**config.mk**
```make
export PLATFORM = sky130hd
export DESIGN_NAME = sbc_core
export DESIGN_NICKNAME = d
export VERILOG_FILES = /design/src/design/sbc_core.v
export VERILOG_INCLUDE_DIRS = /design/src /design/src/inc
export SDC_FILE = /design/constraint.sdc
export NUM_CORES = 1
export LEC_CHECK = 0
export BUFFER_PORTS_ARGS = -buffer_cell sky130_fd_sc_hd__buf_2
export CAP_MARGIN = 20
export CORE_MARGIN = 10
export CORE_UTILIZATION = 53
export DETAILED_ROUTE_END_ITERATION = 6
export PLACE_DENSITY = 0.81
export RECOVER_POWER = 50
export SETUP_SLACK_MARGIN = 0.2
export SKIP_LAST_GASP = 1
export SYNTH_ARGS = -nofsm -noshare
export SYNTH_HDL_FRONTEND = slang
export SYNTH_SLANG_ARGS = --single-unit
```
**constraint.sdc**
```tcl
create_clock -name mclk -period 4.7 [get_ports mclk]
set_input_delay 0 -clock mclk [delete_from_list [all_inputs] [get_ports mclk]]
set_output_delay 0 -clock mclk [all_outputs]
set_load 0.005 [all_outputs]
```
**src/inc/sbc_map.vh**
```
`ifndef SBC_MAP_VH
`define SBC_MAP_VH
`define CLK_MHZ 10
`define WAKE_PULSE_US 10
`define WAKE_PULSE_CYC (`WAKE_PULSE_US * `CLK_MHZ)
`define RST_DUR_MS 15
`define RST_DUR_CYC (`RST_DUR_MS * 1000 * `CLK_MHZ)
`define WD_BASE_MS 10
`define WD_BASE_CYC (`WD_BASE_MS * 1000 * `CLK_MHZ)
`define MODE_NORMAL 2'h0
`define MODE_STANDBY 2'h1
`define MODE_STOP 2'h2
`define MODE_SLEEP 2'h3
`define REG_MODE 3'h0
`define REG_WATCHDOG_FAULT_OUT 3'h1
`define REG_INTCFG 3'h2
`define REG_FLAGS 3'h3
`define REG_IO 3'h4
`define WD_STYLE_BIT 0
`define WD_SEL_HI 2
`define WD_SEL_LO 1
`define WD_KICK_BIT 7
`define WD_FAULT_BIT 6
`define CAN_ON_BIT 4
`define FL_TEMP 0
`define FL_BWARN 1
`define FL_BFAIL 2
`define FL_WAKE 3
`define FRM_BITS 5'h10
`define FRM_HALF 5'h07
`define FRM_SAT 5'h1F
`define FRM_WR_BIT 15
`define FRM_A_HI 14
`define FRM_A_LO 12
`define SPI_A_HI 5
`define SPI_A_LO 3
`define SYNC_RST 14'h0004
`endif

```
**src/design/sbc_core.v**
```verilog
`timescale 1ns/1ns
`default_nettype none
`include "sbc_map.vh"

// Summary of operation
// - Sample serial input at clock falling edge
// - Update serial output after clock rising edge
// - Receive output low while bus dominant
// - Reset output low in reset mode or under-voltage
// - Regulator under-voltage forces reset output low
// - Interrupt low until software clears source
// - Only enabled sources drive the interrupt
// - Stop-mode wake gives one 10 us pulse
// - Serial port active only with select low
// - Watchdog fault output low on bad service
// - Window or time-out watchdog, register chosen
// - Watchdog failure pulls fault and reset low
// - Level inputs readable over serial port
// - Level inputs wake sleep and stop modes
// - Over-temperature warning flag and shutdown
// - Supply fail reported; supply warning only in normal and standby
// - Host writes pick the mode; wake, reset count, under-voltage and watchdog fault change it too
// - Transceiver enabled only by host writes; drives the bus only in normal mode
// - Reset held 15 ms after power-up
module sbc_core #(
    parameter RST_DUR_CYC = `RST_DUR_CYC,
    parameter WD_BASE_CYC = `WD_BASE_CYC
) (
    // Clock and reset
    input wire mclk,
    input wire arst_n,
    input wire clk_en,
    // APB slave
    input wire psel,
    input wire penable,
    input wire pwrite,
    input wire [7:0] paddr,
    input wire [31:0] pwdata,
    output reg [31:0] prdata,
    output reg pready,
    output reg pslverr,
    // Serial port pins
    input wire sclk,
    input wire mosi,
    input wire cs_n,
    output reg miso,
    output reg miso_en,
    // CAN pins
    input wire txd,
    input wire can_bus_dom,
    output reg rxd,
    output reg can_drive_dom,
    // Monitors and level inputs
    input wire vdd_uv,
    input wire temp_warn,
    input wire temp_shut,
    input wire battery_supply_fail,
    input wire battery_supply_warn,
    input wire [3:0] level_inputs,
    // Status outputs
    output reg reset_out_low_n,
    output reg int_n,
    output reg watchdog_fault_out_n,
    output reg vdd_reg_on
);

localparam ST_RESET = 3'h0;
localparam ST_NORMAL = 3'h1;
localparam ST_STANDBY = 3'h2;
localparam ST_STOP = 3'h3;
localparam ST_SLEEP = 3'h4;
// Full-width copies, cut on purpose to the counter widths
localparam [31:0] RST_LAST_W = RST_DUR_CYC - 1;
localparam [31:0] WD_BASE_W = WD_BASE_CYC;
localparam [31:0] PULSE_LEN_W = `WAKE_PULSE_CYC;
localparam [17:0] RST_LAST = RST_LAST_W[17:0];
localparam [19:0] WD_BASE = WD_BASE_W[19:0];
localparam [7:0] PULSE_LEN = PULSE_LEN_W[7:0];

reg [13:0] s1_r;
reg [13:0] s2_r;
reg sclk_d_r;
reg cs_d_r;
reg [13:0] edge_d_r;
reg [4:0] bit_cnt_r;
reg [15:0] in_sr_r;
reg [7:0] out_sr_r;
reg spi_pend_r;
reg [2:0] spi_idx_r;
reg [7:0] spi_dat_r;
reg [2:0] st_r;
reg [1:0] mode_req_r;
reg wd_style_r;
reg [1:0] wd_sel_r;
reg [19:0] wd_cnt_r;
reg [2:0] int_en_r;
reg [3:0] wake_en_r;
reg can_on_r;
reg [3:0] flags_r;
reg [17:0] rst_cnt_r;
reg [7:0] pulse_cnt_r;

// Pin inputs pass two flops before use
wire [13:0] async_in = {level_inputs, battery_supply_warn,
    battery_supply_fail, temp_shut, temp_warn, vdd_uv,
    can_bus_dom, txd, cs_n, mosi, sclk};

always @(posedge mclk or negedge arst_n) begin
    if (!arst_n) begin
        s1_r <= `SYNC_RST;
        s2_r <= `SYNC_RST;
    end else if (clk_en) begin
        s1_r <= async_in;
        s2_r <= s1_r;
    end
end

wire sclk_s = s2_r[0];
wire mosi_s = s2_r[1];
wire cs_s = s2_r[2];
wire txd_s = s2_r[3];
wire bus_s = s2_r[4];
wire uv_s = s2_r[5];
wire tw_s = s2_r[6];
wire ts_s = s2_r[7];
wire bf_s = s2_r[8];
wire bw_s = s2_r[9];
wire [3:0] lvl_s = s2_r[13:10];

always @(posedge mclk or negedge arst_n) begin
    if (!arst_n) begin
        sclk_d_r <= 1'b0;
        cs_d_r <= 1'b1;
        edge_d_r <= `SYNC_RST;
    end else if (clk_en) begin
        sclk_d_r <= sclk_s;
        cs_d_r <= cs_s;
        edge_d_r <= s2_r;
    end
end

wire sclk_rise = sclk_s & ~sclk_d_r;
wire sclk_fall = ~sclk_s & sclk_d_r;
wire cs_fall = ~cs_s & cs_d_r;
wire cs_rise = cs_s & ~cs_d_r;
wire [3:0] lvl_chg = lvl_s ^ edge_d_r[13:10];

// Register read values
wire running = (st_r == ST_NORMAL) | (st_r == ST_STANDBY);
wire wd_fault;
wire [7:0] rv_mode = {1'b0, st_r, 2'h0, mode_req_r};
wire [7:0] rv_watchdog_fault_out = {1'b0, ~watchdog_fault_out_n, 3'h0,
    wd_sel_r, wd_style_r};
wire [7:0] rv_int = {5'h00, int_en_r};
wire [7:0] rv_flags = {2'h0, uv_s, ts_s, flags_r};
wire [7:0] rv_wake = {4'h0, wake_en_r};

function [7:0] pick;
    input [2:0] idx;
    input [7:0] a;
    input [7:0] b;
    input [7:0] c;
    input [7:0] d;
    input [7:0] e;
    begin
        case (idx)
            `REG_MODE: pick = a;
            `REG_WATCHDOG_FAULT_OUT: pick = b;
            `REG_INTCFG: pick = c;
            `REG_FLAGS: pick = d;
            `REG_IO: pick = e;
            default: pick = 8'h00;
        endcase
    end
endfunction

wire [7:0] io_word = {lvl_s, 3'h0, can_on_r} | rv_wake;

// Serial slave
wire [2:0] spi_rd_idx = in_sr_r[`SPI_A_HI:`SPI_A_LO];
wire [7:0] spi_rd = pick(spi_rd_idx, rv_mode, rv_watchdog_fault_out,
    rv_int, rv_flags, io_word);

wire [2:0] apb_idx = paddr[4:2];
wire apb_ok = (paddr[7:5] == 3'h0) & (paddr[1:0] == 2'h0) &
    (apb_idx <= `REG_IO);
wire apb_wr = psel & penable & pready & pwrite & apb_ok;
wire spi_go = spi_pend_r & ~apb_wr;
wire wr_go = apb_wr | spi_go;
wire [2:0] wr_idx = apb_wr ? apb_idx : spi_idx_r;
wire [7:0] wr_dat = apb_wr ? pwdata[7:0] : spi_dat_r;

always @(posedge mclk or negedge arst_n) begin
    if (!arst_n) begin
        bit_cnt_r <= 5'h00;
        in_sr_r <= 16'h0000;
        out_sr_r <= 8'h00;
        miso <= 1'b0;
        miso_en <= 1'b0;
        spi_pend_r <= 1'b0;
        spi_idx_r <= 3'h0;
        spi_dat_r <= 8'h00;
    end else if (clk_en) begin
        if (spi_go) begin
            spi_pend_r <= 1'b0;
        end
        if (cs_fall) begin
            bit_cnt_r <= 5'h00;
            in_sr_r <= 16'h0000;
            out_sr_r <= rv_flags;
            miso <= rv_flags[7];
            miso_en <= 1'b1;
        end else if (cs_rise) begin
            miso_en <= 1'b0;
            if (bit_cnt_r == `FRM_BITS && in_sr_r[`FRM_WR_BIT]) begin
                spi_pend_r <= 1'b1;
                spi_idx_r <= in_sr_r[`FRM_A_HI:`FRM_A_LO];
                spi_dat_r <= in_sr_r[7:0];
            end
        end else if (!cs_s) begin
            if (sclk_fall) begin
                in_sr_r <= {in_sr_r[14:0], mosi_s};
                if (bit_cnt_r != `FRM_SAT) begin
                    bit_cnt_r <= bit_cnt_r + 5'h01;
                end
                if (bit_cnt_r == `FRM_HALF) begin
                    out_sr_r <= spi_rd;
                end
            end
            if (sclk_rise) begin
                miso <= out_sr_r[7];
                out_sr_r <= {out_sr_r[6:0], 1'b0};
            end
        end
    end
end

// APB answers after one wait state
always @(posedge mclk or negedge arst_n) begin
    if (!arst_n) begin
        pready <= 1'b0;
        pslverr <= 1'b0;
        prdata <= 32'h00000000;
    end else if (clk_en) begin
        if (psel && penable && !pready) begin
            pready <= 1'b1;
            pslverr <= ~apb_ok;
            prdata <= {24'h000000, pick(apb_idx, rv_mode,
                rv_watchdog_fault_out, rv_int, rv_flags, io_word)};
        end else begin
            pready <= 1'b0;
            pslverr <= 1'b0;
        end
    end
end

// Control registers
wire mode_wr = wr_go & (wr_idx == `REG_MODE);
wire kick = wr_go & (wr_idx == `REG_WATCHDOG_FAULT_OUT) & wr_dat[`WD_KICK_BIT];
wire [3:0] fl_clr = (wr_go && wr_idx == `REG_FLAGS) ?
    wr_dat[3:0] : 4'h0;

always @(posedge mclk or negedge arst_n) begin
    if (!arst_n) begin
        mode_req_r <= `MODE_NORMAL;
        wd_style_r <= 1'b0;
        wd_sel_r <= 2'h0;
        int_en_r <= 3'h0;
        wake_en_r <= 4'h0;
        can_on_r <= 1'b0;
    end else if (clk_en && wr_go) begin
        case (wr_idx)
            `REG_MODE: mode_req_r <= wr_dat[1:0];
            `REG_WATCHDOG_FAULT_OUT: begin
                wd_style_r <= wr_dat[`WD_STYLE_BIT];
                wd_sel_r <= wr_dat[`WD_SEL_HI:`WD_SEL_LO];
            end
            `REG_INTCFG: int_en_r <= wr_dat[2:0];
            `REG_IO: begin
                wake_en_r <= wr_dat[3:0];
                can_on_r <= wr_dat[`CAN_ON_BIT];
            end
            default: ;
        endcase
    end
end

// Event flags, set wins over clear
// enabled level changes wake
wire low_pwr = (st_r == ST_STOP) | (st_r == ST_SLEEP);
wire wake_ev = low_pwr & (|(lvl_chg & wake_en_r));
wire [3:0] ev;
assign ev[`FL_TEMP] = tw_s & ~edge_d_r[6];
assign ev[`FL_BWARN] = bw_s & ~edge_d_r[9] & running;
assign ev[`FL_BFAIL] = bf_s & ~edge_d_r[8];
assign ev[`FL_WAKE] = wake_ev;

always @(posedge mclk or negedge arst_n) begin
    if (!arst_n) begin
        flags_r <= 4'h0;
    end else if (clk_en) begin
        flags_r <= (flags_r & ~fl_clr) | ev;
    end
end

// Watchdog, counts only when running
wire [19:0] wd_tmo = WD_BASE << wd_sel_r;
wire early = wd_style_r & (wd_cnt_r < (wd_tmo >> 1));
assign wd_fault = running & ((wd_cnt_r >= wd_tmo) | (kick & early));

always @(posedge mclk or negedge arst_n) begin
    if (!arst_n) begin
        wd_cnt_r <= 20'h00000;
        watchdog_fault_out_n <= 1'b1;
    end else if (clk_en) begin
        if (!running || kick || wd_fault) begin
            wd_cnt_r <= 20'h00000;
        end else begin
            wd_cnt_r <= wd_cnt_r + 20'h00001;
        end
        if (wd_fault) begin
            watchdog_fault_out_n <= 1'b0;
        end else if (kick) begin
            watchdog_fault_out_n <= 1'b1;
        end
    end
end

// Mode machine
always @(posedge mclk or negedge arst_n) begin
    if (!arst_n) begin
        st_r <= ST_RESET;
        rst_cnt_r <= 18'h00000;
        pulse_cnt_r <= 8'h00;
    end else if (clk_en) begin
        if (pulse_cnt_r != 8'h00) begin
            pulse_cnt_r <= pulse_cnt_r - 8'h01;
        end
        if ((uv_s && st_r != ST_SLEEP) || wd_fault) begin
            st_r <= ST_RESET;
            rst_cnt_r <= 18'h00000;
        end else begin
            case (st_r)
                ST_RESET: begin
                    if (rst_cnt_r >= RST_LAST) begin
                        st_r <= ST_NORMAL;
                    end else begin
                        rst_cnt_r <= rst_cnt_r + 18'h00001;
                    end
                end
                ST_NORMAL, ST_STANDBY: begin
                    if (mode_wr) begin
                        case (wr_dat[1:0])
                            `MODE_NORMAL: st_r <= ST_NORMAL;
                            `MODE_STANDBY: st_r <= ST_STANDBY;
                            `MODE_STOP: st_r <= ST_STOP;
                            default: st_r <= ST_SLEEP;
                        endcase
                    end
                end
                ST_STOP: begin
                    if (wake_ev) begin
                        st_r <= ST_NORMAL;
                        pulse_cnt_r <= PULSE_LEN;
                    end
                end
                ST_SLEEP: begin
                    if (wake_ev) begin
                        st_r <= ST_RESET;
                        rst_cnt_r <= 18'h00000;
                    end
                end
                default: st_r <= ST_RESET;
            endcase
        end
    end
end

// Pin outputs
always @(posedge mclk or negedge arst_n) begin
    if (!arst_n) begin
        reset_out_low_n <= 1'b0;
        int_n <= 1'b1;
        vdd_reg_on <= 1'b1;
        rxd <= 1'b1;
        can_drive_dom <= 1'b0;
    end else if (clk_en) begin
        reset_out_low_n <= ~((st_r == ST_RESET) | uv_s);
        int_n <= ~(|(flags_r[2:0] & int_en_r)) &
            (pulse_cnt_r == 8'h00);
        vdd_reg_on <= ~ts_s & (st_r != ST_SLEEP);
        rxd <= ~bus_s;
        can_drive_dom <= can_on_r & (st_r == ST_NORMAL) & ~txd_s;
    end
end

endmodule
`default_nettype wire

```
Yosys cells after proc, flatten, opt, wreduce, memory -nomap -nowiden. Index checks and enable logic that the tools add are counted.

$add $sub $neg: 4. Order comparisons: 4. Equality and inequality tests: 29. Shifts and indexed selects: 1. Mux-type cells: 50. Bitwise logic cells: 54. Reduce and logical (&&, ||, !) cells: 45.

Operators by type and width (number): $mux 8 (11); $pmux 8 s5 (2); $mux 16 (4); $mux 18 (3); $pmux 18 s2 (1); $and 1x1->1 (26); $mux 5 (5); $eq 3x2->1 const B (8); $add 20x1->20 const B (1); $ge 20x20->1 (1); $lt 20x19->1 (1); $mux 20 (1); $shl 17x2->20 const A (1); $add 18x1->18 const B (1); $ge 18x18->1 const B (1); $mux 3 (6); $not 1->1 (16); $reduce_and 4->1 (4); $logic_not 3->1 (5); $reduce_and 5->1 (3); $mux 1 (14); $reduce_and 2->1 (7); $eq 3x1->1 const B (4); $eq 3x3->1 const B (4); other kinds (33) (57).

Bits in registers: 169. Output and inout bits: 42.

Depth between registers and ports, before layout. Gate-level depths: netlist (run 1).

Word-level depth: 15. Mapped depth: 14.

Least setup slack after synthesis (run 1). OpenSTA, ideal clock, no wires.

Path type: register to register. From: register wd_sel_r[1]. To: register rst_cnt_r[9]. Setup time: 0.083 ns. Arrival time: 3.306 ns. Data required time: 4.617 ns. Slack: 1.311 ns. Cell stages (with the launch flop): 15. Cell sequence: dfrtp_1 -> inv_1 -> ha_1 -> clkbuf_1 -> inv_1 -> ha_1 -> o21ai_0 -> a211oi_1 -> o311a_1 -> and4bb_2 -> nor2_1 -> nor4_2 -> buf_6 -> o31ai_1 -> a31oi_1.

Word-level cells in the longest chain between the ends: 9.

RTL lines: start: declaration (RTL line sbc_core.v:94) `reg [1:0] wd_sel_r;`; start signal: assignment (RTL line sbc_core.v:276) `` wd_sel_r <= wr_dat[`WD_SEL_HI:`WD_SEL_LO]; ``; $shl 17x2->20 * (RTL line sbc_core.v:307) `wire [19:0] wd_tmo = WD_BASE << wd_sel_r;`; $lt 20x19->1 (RTL line sbc_core.v:308) `wire early = wd_style_r & (wd_cnt_r < (wd_tmo >> 1));`; $and 1x1->1 (RTL line sbc_core.v:308); $and 1x1->1 (RTL line sbc_core.v:309) `assign wd_fault = running & ((wd_cnt_r >= wd_tmo) | (kick & early));`; $or 1x1->1 * (RTL line sbc_core.v:309); $and 1x1->1 * (RTL line sbc_core.v:309); $logic_or 1x1->1 * (RTL line sbc_core.v:339) `if ((uv_s && st_r != ST_SLEEP) || wd_fault) begin`; $ne 3x3->1 (no source line) (tied with other cells); $reduce_and 4->1 (no source line); end signal: assignment (RTL line sbc_core.v:348) `rst_cnt_r <= rst_cnt_r + 18'h00001;`; end: declaration (RTL line sbc_core.v:100) `reg [17:0] rst_cnt_r;`.

Mark *: on every way between the ends. The rest lies on a longest branch, timed or not. A chain may end at the register's enable or synchronous reset.

Worst setup path in the final report (run 1).
From: register wd_sel_r[1]. To: register st_r[0].

Word-level cells in the longest chain between the ends: 9.

RTL lines: $shl 17x2->20 * (RTL line sbc_core.v:307); $lt 20x19->1 (RTL line sbc_core.v:308); $and 1x1->1 (RTL line sbc_core.v:308); $and 1x1->1 (RTL line sbc_core.v:309); $or 1x1->1 * (RTL line sbc_core.v:309); $and 1x1->1 * (RTL line sbc_core.v:309); $logic_or 1x1->1 * (RTL line sbc_core.v:339); $ne 3x3->1 (no source line) or $ne 3x2->1 (tied branches); $reduce_and 5->1 (no source line); end signal: assignment (RTL line sbc_core.v:340) `st_r <= ST_RESET;`; end signal: assignment (RTL line sbc_core.v:346) `st_r <= ST_NORMAL;`; end signal: assignment (RTL line sbc_core.v:354) `` `MODE_NORMAL: st_r <= ST_NORMAL; ``; end: declaration (RTL line sbc_core.v:91) `reg [2:0] st_r;`.

Marks and branches as above.

==> impl_results.md, run 1 <==
- Die X-Extent: 150.1 um
- Skew final: roughly 10 ps
- CTS H-tree depth: 4
- Placer Congestion: 0.9272
- Placed insts: around 1200
- Vias in the first global route: 6921
- Final setup fails: 0
- Startpoint class of the critical path: flop
- ANT cells: 0
- Largest area contributor in the netlist: dfrtp_1
- Site Rows: 47
- Share of cells above drive strength 1: 13.52%
- Non-filler cells, final: 1241
- Die area: ~0.023 mm^2
- VDD IR max: 0.3400 mV
- Port Buf Inserts: 51
- Antenna viol nets, final: 0
- Share of total power in combinational logic: 18.9%
- Routed Wire Length: roughly 21000 um
- Endpoints failing hold: 0
- Fin. max-slew vios: 93
- Switching Share: between 30% and 40%
- Drt initial violations: 704
- CP Class: flop to flop
- Final min period: 3794 ps
- Flop and latch count out of synthesis: between 150 and 200
- TritonRoute pass-1 iters: 5
- Final period utilization: 80.73%
- Share of total power in sequential cells: 44.7%
- Largest net degree at the start of global routing: 72
- Placement Setup Slack: 1007 ps
- Cell Int Power: 0.002711 W
- Post-layout util: 60.97%
- Initial core utilization: 54.07%
- Highest Clock Rate: about 260 MHz
- Setup TNS: 0 ps
- CTS tree: built
- Crit-path max FO: 8
- Via count: 7172
- Worst-path clk slew: 60 ps
- Min Hold Slack: 48.47 ps
- Cts bufs inserted: 17
- GRT Total Usage: approximately a fifth
- Wire per inst: 16.99 um
- Pwr dens: 392.2 mW/mm^2
- Worst setup EP type: flop
- HPWL after DPL: 14460 um
- Vias per cell: 5.779
- Post-CTS Repair Setup Buffers: 0
- Gr ovfl total: 0
- Ports: 102
- CTS root buf: clkbuf_16
- Worst Hold Class: input port to flop
- Number of synthesized flops with an enable pin: 0
- Antenna violations before repair: 0
- Syn avg cell area: roughly 9.4 um^2
- Top-area cell type share of the netlist area: a little over two fifths
- Post-synthesis sequential area ratio: 44.75%
- Clock Power Share: 36.4%
- DRC Markers: 0
- Unrepaired setup endpoints after global routing: no
- Worst-Skew Late Latency: approximately 440 ps
- Lkg Pwr: 4.532 nW
- Net count, final: around 1100
- Status: complete, but fails checks
- Synth top cells by count: dfrtp_1 (153), nand2_1 (111), o21ai_0 (98)
- Failing checks: capacitance limit, slew limit
- First-pass GRT wire length: 34710 um
- CTS max path bufs: 2
- Tightest Pin Transition: 2646 ps
- Synth async-reset ratio: 100.0%
- Count leader, synth: dfrtp_1
- Area grow syn2layout: 12.77%
- Number of distinct library cells after synthesis: 72
- Max-Cap Viols: 2
- CTS sink cnt: 160
- Main flop type after synthesis: dfrtp_1
- Core Box Area: 0.01658 mm^2
- Die height: 150.1 um
- Mapped Area: around 0.0090 mm^2
- Relative slew margins: -76.40%
- Net load switching power: 0.001255 W
- CP arrival: 4120 ps
- Setup ws final: 905.7 ps
- CTS resizes: 0
- Area contributors post-synth: dfrtp_1 (43%), o21ai_0 (5.5%), ha_1 (5.4%)
- Mapped Cells: 951
- Worst Path Required: 5020 ps
- Synth Warn #: 0
==> kinds of logic after synthesis <==
family	share of synthesized area (%)
XOR/XNOR	2.149
multiplexers	7.033
AND/OR/NAND/NOR	17.53
flip-flops	44.75
adder cells (fa/ha/maj)	5.666
AO/OA/AOI/OAI	17.30
buffers and inverters	5.526
other	0.04182
==> final cells by class <==
type / instances / area [um^2]
Inverter: 40 / 150.1
Clock inverter: 15 / 188.9
Clock buffer: 17 / 425.4
Multi-Input combinational cell: 708 / 4544
Fill cell: 1416 / 6472
Tap cell: 220 / 275.3
Sequential cell: 160 / 4013
Timing Repair Buffer: 81 / 514.2
==> worst max-delay path, cell delays in order, from the launching register on <==
cell       delay, ps
dfrtp_1          500
inv_1            300
ha_1             380
inv_1            160
ha_1             330
o21a_1           170
o211ai_1         100
a2111oi_0        570
o211a_1          290
nor3_2            80
o31ai_1          520
nand2b_1         100
and3_1           190
==> through the flow <==
| stage | power [W] | cell area [um^2] |
|---|---|---|
| floorplan | 0.002300 | 9052 |
| global placement | 0.002497 | 9304 |
| detailed placement | 0.002528 | 9304 |
| CTS | 0.003987 | 10140 |
| global route | 0.004173 | 10110 |
| finish | 0.003966 | 10110 |
==> registers in the layout, indices dropped and copies added, names as in the netlist, 2 cells and up <==
name	cells
in_sr_r	16
rst_cnt_r	18
edge_d_r	9
bit_cnt_r	5
wd_sel_r	2
wd_cnt_r	20
spi_idx_r	3
flags_r	4
s2_r	14
int_en_r	3
prdata	8
mode_req_r	2
wake_en_r	4
s1_r	14
out_sr_r	8
pulse_cnt_r	8
spi_dat_r	6
st_r	3
==> power groups by stage <==
| stage | Combinational [W] | Clock, W | Sequential, W |
|---|---|---|---|
| final | 0.000751 | 0.00144 | 0.00177 |
| after floorplan | 0.000586 | 0 | 0.00171 |
| after CTS | 0.000759 | 0.00146 | 0.00177 |
| after detailed placement | 0.000738 | 0 | 0.00179 |
| after global routing | 0.000858 | 0.00151 | 0.00180 |
| after global placement | 0.000717 | 0 | 0.00178 |
==> final timing paths <==
| path | cells past startpoint | endpoint | startpoint | slack, ps |
|---|---|---|---|---|
| min in group asynchronous | 2 | wd_cnt_r[17] | arst_n | 130 |
| worst min-delay path | 5 | wd_sel_r[0] | pwdata[1] | 50 |
| worst min register to register | 1 | rxd | s2_r[4] | 450 |
| max in group asynchronous | 3 | int_en_r[0] | arst_n | 1570 |
| worst max-delay path | 12 | st_r[0] | wd_sel_r[1] | 910 |
| worst max register to register | 12 | st_r[0] | wd_sel_r[1] | 910 |
==> routing by layer <==
metal / routed length (um) / global-route usage (%) / part of all wire, %
met1: 8987 / 23.79 / 43
met2: 10350 / 31.53 / 49
met3: 1148 / 3.865 / 5.4
met4: 596 / 7.677 / 2.8
met5: 0 / 0 / 0
==> layout by cell type (no fill, tap or decap), types with 10 or more instances in the layout <==
cell type,Yosys,layout
ha_1,39,39
clkbuf_16,0,17
nand2_1,111,111
nor2_1,65,65
a31oi_1,21,21
clkbuf_1,37,18
mux2_2,42,42
nor3_1,21,21
o31ai_1,13,13
and3_1,11,11
xor2_1,14,14
dlygate4sd3_1,0,22
inv_1,40,40
nand3_1,28,28
nand4_1,13,13
nor2b_1,10,10
dfrtp_1,153,153
a21oi_1,39,39
o21ai_0,98,97
conb_1,1,24
nand2b_1,27,27
buf_2,0,34
==> repair_timing <==
| action | CTS | global route |
|---|---|---|
| endpoints found under the setup margin | 0 | 0 |
| hold endpoints to repair | 87 | 0 |
| hold buffers | 22 | 0 |
(Power assumes the default switching activity.)
==> inputs of run 2 (changes only) <==
- clock period: 4.7 -> 3.8 ns (I/O delays scaled with it)
==> run 2 against run 1 <==
Compared with the run above: the run still ends with capacitance limit, slew limit left; non-clock buffer count grew 4; maximum frequency grew 13%; global-route usage grew 0.38 points; first-iteration DRC count shrank 20%; die area is the same; routed wire length grew 1.4%; clock-buffer cell count grew 1; sequential power grew 24%; critical endpoint is now rst_cnt_r[14]; via count grew 1.1%; setup slack lost 460 ps.
==> impl_results.md, run 2 (synthesis results as in run 1) <==
- Port Buf Inserts: 51 (unchanged)
- Most common cell type on the critical path: ha_1
- Endpoints failing hold: 0 (unchanged)
- Area grow syn2layout: 13.58%
- Fin. max-slew vios: 129 (+39%)
- ANT cells: 0 (unchanged)
- Layout fillers: 1343 (-5.2%)
- GRT Total Usage: 19.40% (+0.38 points)
- Pwr dens: 488.7 mW/mm^2 (+25%)
- Vias in the first global route: 7015 (+1.4%)
- Commonest non-fill, non-tap cells in the layout: dfrtp_1 (153), nand2_1 (111), o21ai_0 (97)
- Most Crowded Layer GR: met2
- Setup TNS: 0 ps (unchanged)
- CTS tree: built
- First-pass GRT wire length: 35400 um (+2.0%)
- Worst Hold Class: input port to flop
- CTS max path bufs: 2 (unchanged)
- Max incr delay on CP: 490 ps (-80 ps)
- Lkg Pwr: 4.560 nW (+0.62%)
- DRC Markers: 0 (unchanged)
- Tightest Pin Transition: 2403 ps (-243.2 ps)
- Unrepaired setup endpoints after global routing: no
- Wire per inst: 17.17 um (+1.1%)
- Worst setup EP type: flop
- Gr ovfl total: 0 (unchanged)
- Worst-Skew Late Latency: 440 ps (about the same)
- Failing checks: capacitance limit, slew limit
- CTS sink cnt: 160 (unchanged)
- Routed Wire Length: 21370 um (+1.4%)
- Net count, final: 1111 (+0.36%)
- R2R setup slack: 440 ps (-460 ps)
- Highest Clock Rate: 297.7 MHz (+13%)
- Via count: 7251 (+1.1%)
- Antenna viol nets, final: 0 (unchanged)
- Worst-path clk slew: 70 ps (about the same)
- Largest net degree at the start of global routing: 91 (+26%)
- Met3 Use GR: 4.227% (+0.36 points)
- Antenna violations before repair: 0 (unchanged)
- Vias per cell: 5.824 (+0.78%)
- Die X-Extent: 150.1 um (unchanged)
- Min Hold Slack: 9.414 ps (-39.05 ps)
- Drt initial violations: 565 (-20%)
- Initial core utilization: 54.07% (unchanged)
- Slowest cell on the critical path: a2111o_1
- Status: complete, but fails checks
- Ports: 102 (unchanged)
- Die area: 0.02252 mm^2 (unchanged)
- Met2 usage: 31.82% (+0.29 points)
- CTS H-tree depth: 4 (unchanged)
- Crit-path max FO: 6 (-2)
- Critical path cell sequence: inv_2, ha_1, ha_1, a31o_2, maj3_1, a2111o_1, nor3_2, nor4_4, clkdlybuf4s15_2, nor2b_1, o22a_1
- Biggest regs: wd_cnt_r: 20 flops, rst_cnt_r: 18 flops, in_sr_r: 16 flops
- Final min period: 3359 ps (-435.6 ps)
- Max reg flops: 20 (unchanged)
- Core Box Area: 0.01658 mm^2 (unchanged)
- CTS root buf: clkbuf_16
- Site Rows: 47 (unchanged)
- Placement Setup Slack: 260.8 ps (-745.9 ps)
- Skew final: 11.98 ps (+2.179 ps)
- Setup ws final: 441.3 ps (-464.4 ps)
- Grt met1 use: 24.23% (+0.44 points)
- Die height: 150.1 um (unchanged)
- CP arrival: 3670 ps (-450 ps)
- Max-Cap Viols: 2 (unchanged)
- HPWL after DPL: 14520 um (+0.38%)
- CP Class: flop to flop
- VDD IR max: 0.4549 mV (+34%)
- TritonRoute pass-1 iters: 5 (unchanged)
- Relative slew margins: -60.18% (+16 points)
- Startpoint class of the critical path: flop
- Worst Path Required: 4120 ps (-900 ps)
- Final period utilization: 88.39% (+7.7 points)
- Placer Congestion: 0.9566 (+3.2%)
- Cts bufs inserted: 17 (unchanged)
- Share of cells above drive strength 1: 14.73% (+1.2 points)
- Final setup fails: 0 (unchanged)
- Top reg by flops: wd_cnt_r
- Leading cell type in the layout, fill and taps excluded: dfrtp_1
==> run 2: what timing repair did <==
item / in CTS / in global routing
hold endpoints to repair: 89 / 0
endpoints found under the setup margin: 0 / 18
hold buffers: 20 / 0
resized for setup: 0 / 8
setup buffers: 0 / 1
==> run 2: cell type report <==
class,instances,area (um^2),share of cell area (%)
Multi-Input combinational cell,708,4572,44.89
Tap cell,220,275.3,2.703
Inverter,40,150.1,1.474
Timing Repair Buffer,85,539.3,5.295
Sequential cell,160,4013,39.40
Clock buffer,18,439.2,4.313
Clock inverter,14,195.2,1.917
==> run 2: per-layer routing <==
metal	wire length [um]	share of wire (%)
met1	9026	42
met2	10530	49
met3	1206	5.6
met4	604	2.8
met5	0	0
==> run 2: stage by stage <==
stage	util, %	total power (W)	cell area, um^2	instances
3_5_place_dp	56.32	0.003136	9339	1190
5_1_grt	61.41	0.005251	10180	1245
6_report	61.41	0.004977	10180	1245
2_1_floorplan	-	0.002845	9052	974
4_1_cts	61.35	0.004991	10170	1242
3_3_place_gp	56.32	0.003095	9339	1190
==> run 2: worst paths after layout <==
path,to,startpoint,cells after the start
worst max register to register,rst_cnt_r[14],wd_sel_r[0],11
worst max-delay path,rst_cnt_r[14],wd_sel_r[0],11
min in group asynchronous,wd_cnt_r[13],arst_n,2
max in group asynchronous,in_sr_r[7],arst_n,3
worst min-delay path,int_n,clk_en,3
worst min register to register,rxd,s2_r[4],1
==> run 2: where the power goes <==
group	switching, W	total, W	internal [W]
combinational	0.000539	0.000949	0.000410
clock	0.000761	0.00184	0.00108
sequential	0.000242	0.00219	0.00195
total	0.00154	0.00498	0.00343
==> run 2: critical path, delay by kind of cell, from the launching register on <==
family                   cells  cell delay (ps)
flip-flops                   1              460
buffers and inverters        2              410
AND/OR/NAND/NOR              3              490
adder cells (fa/ha/maj)      3              960
AO/OA/AOI/OAI                3              900
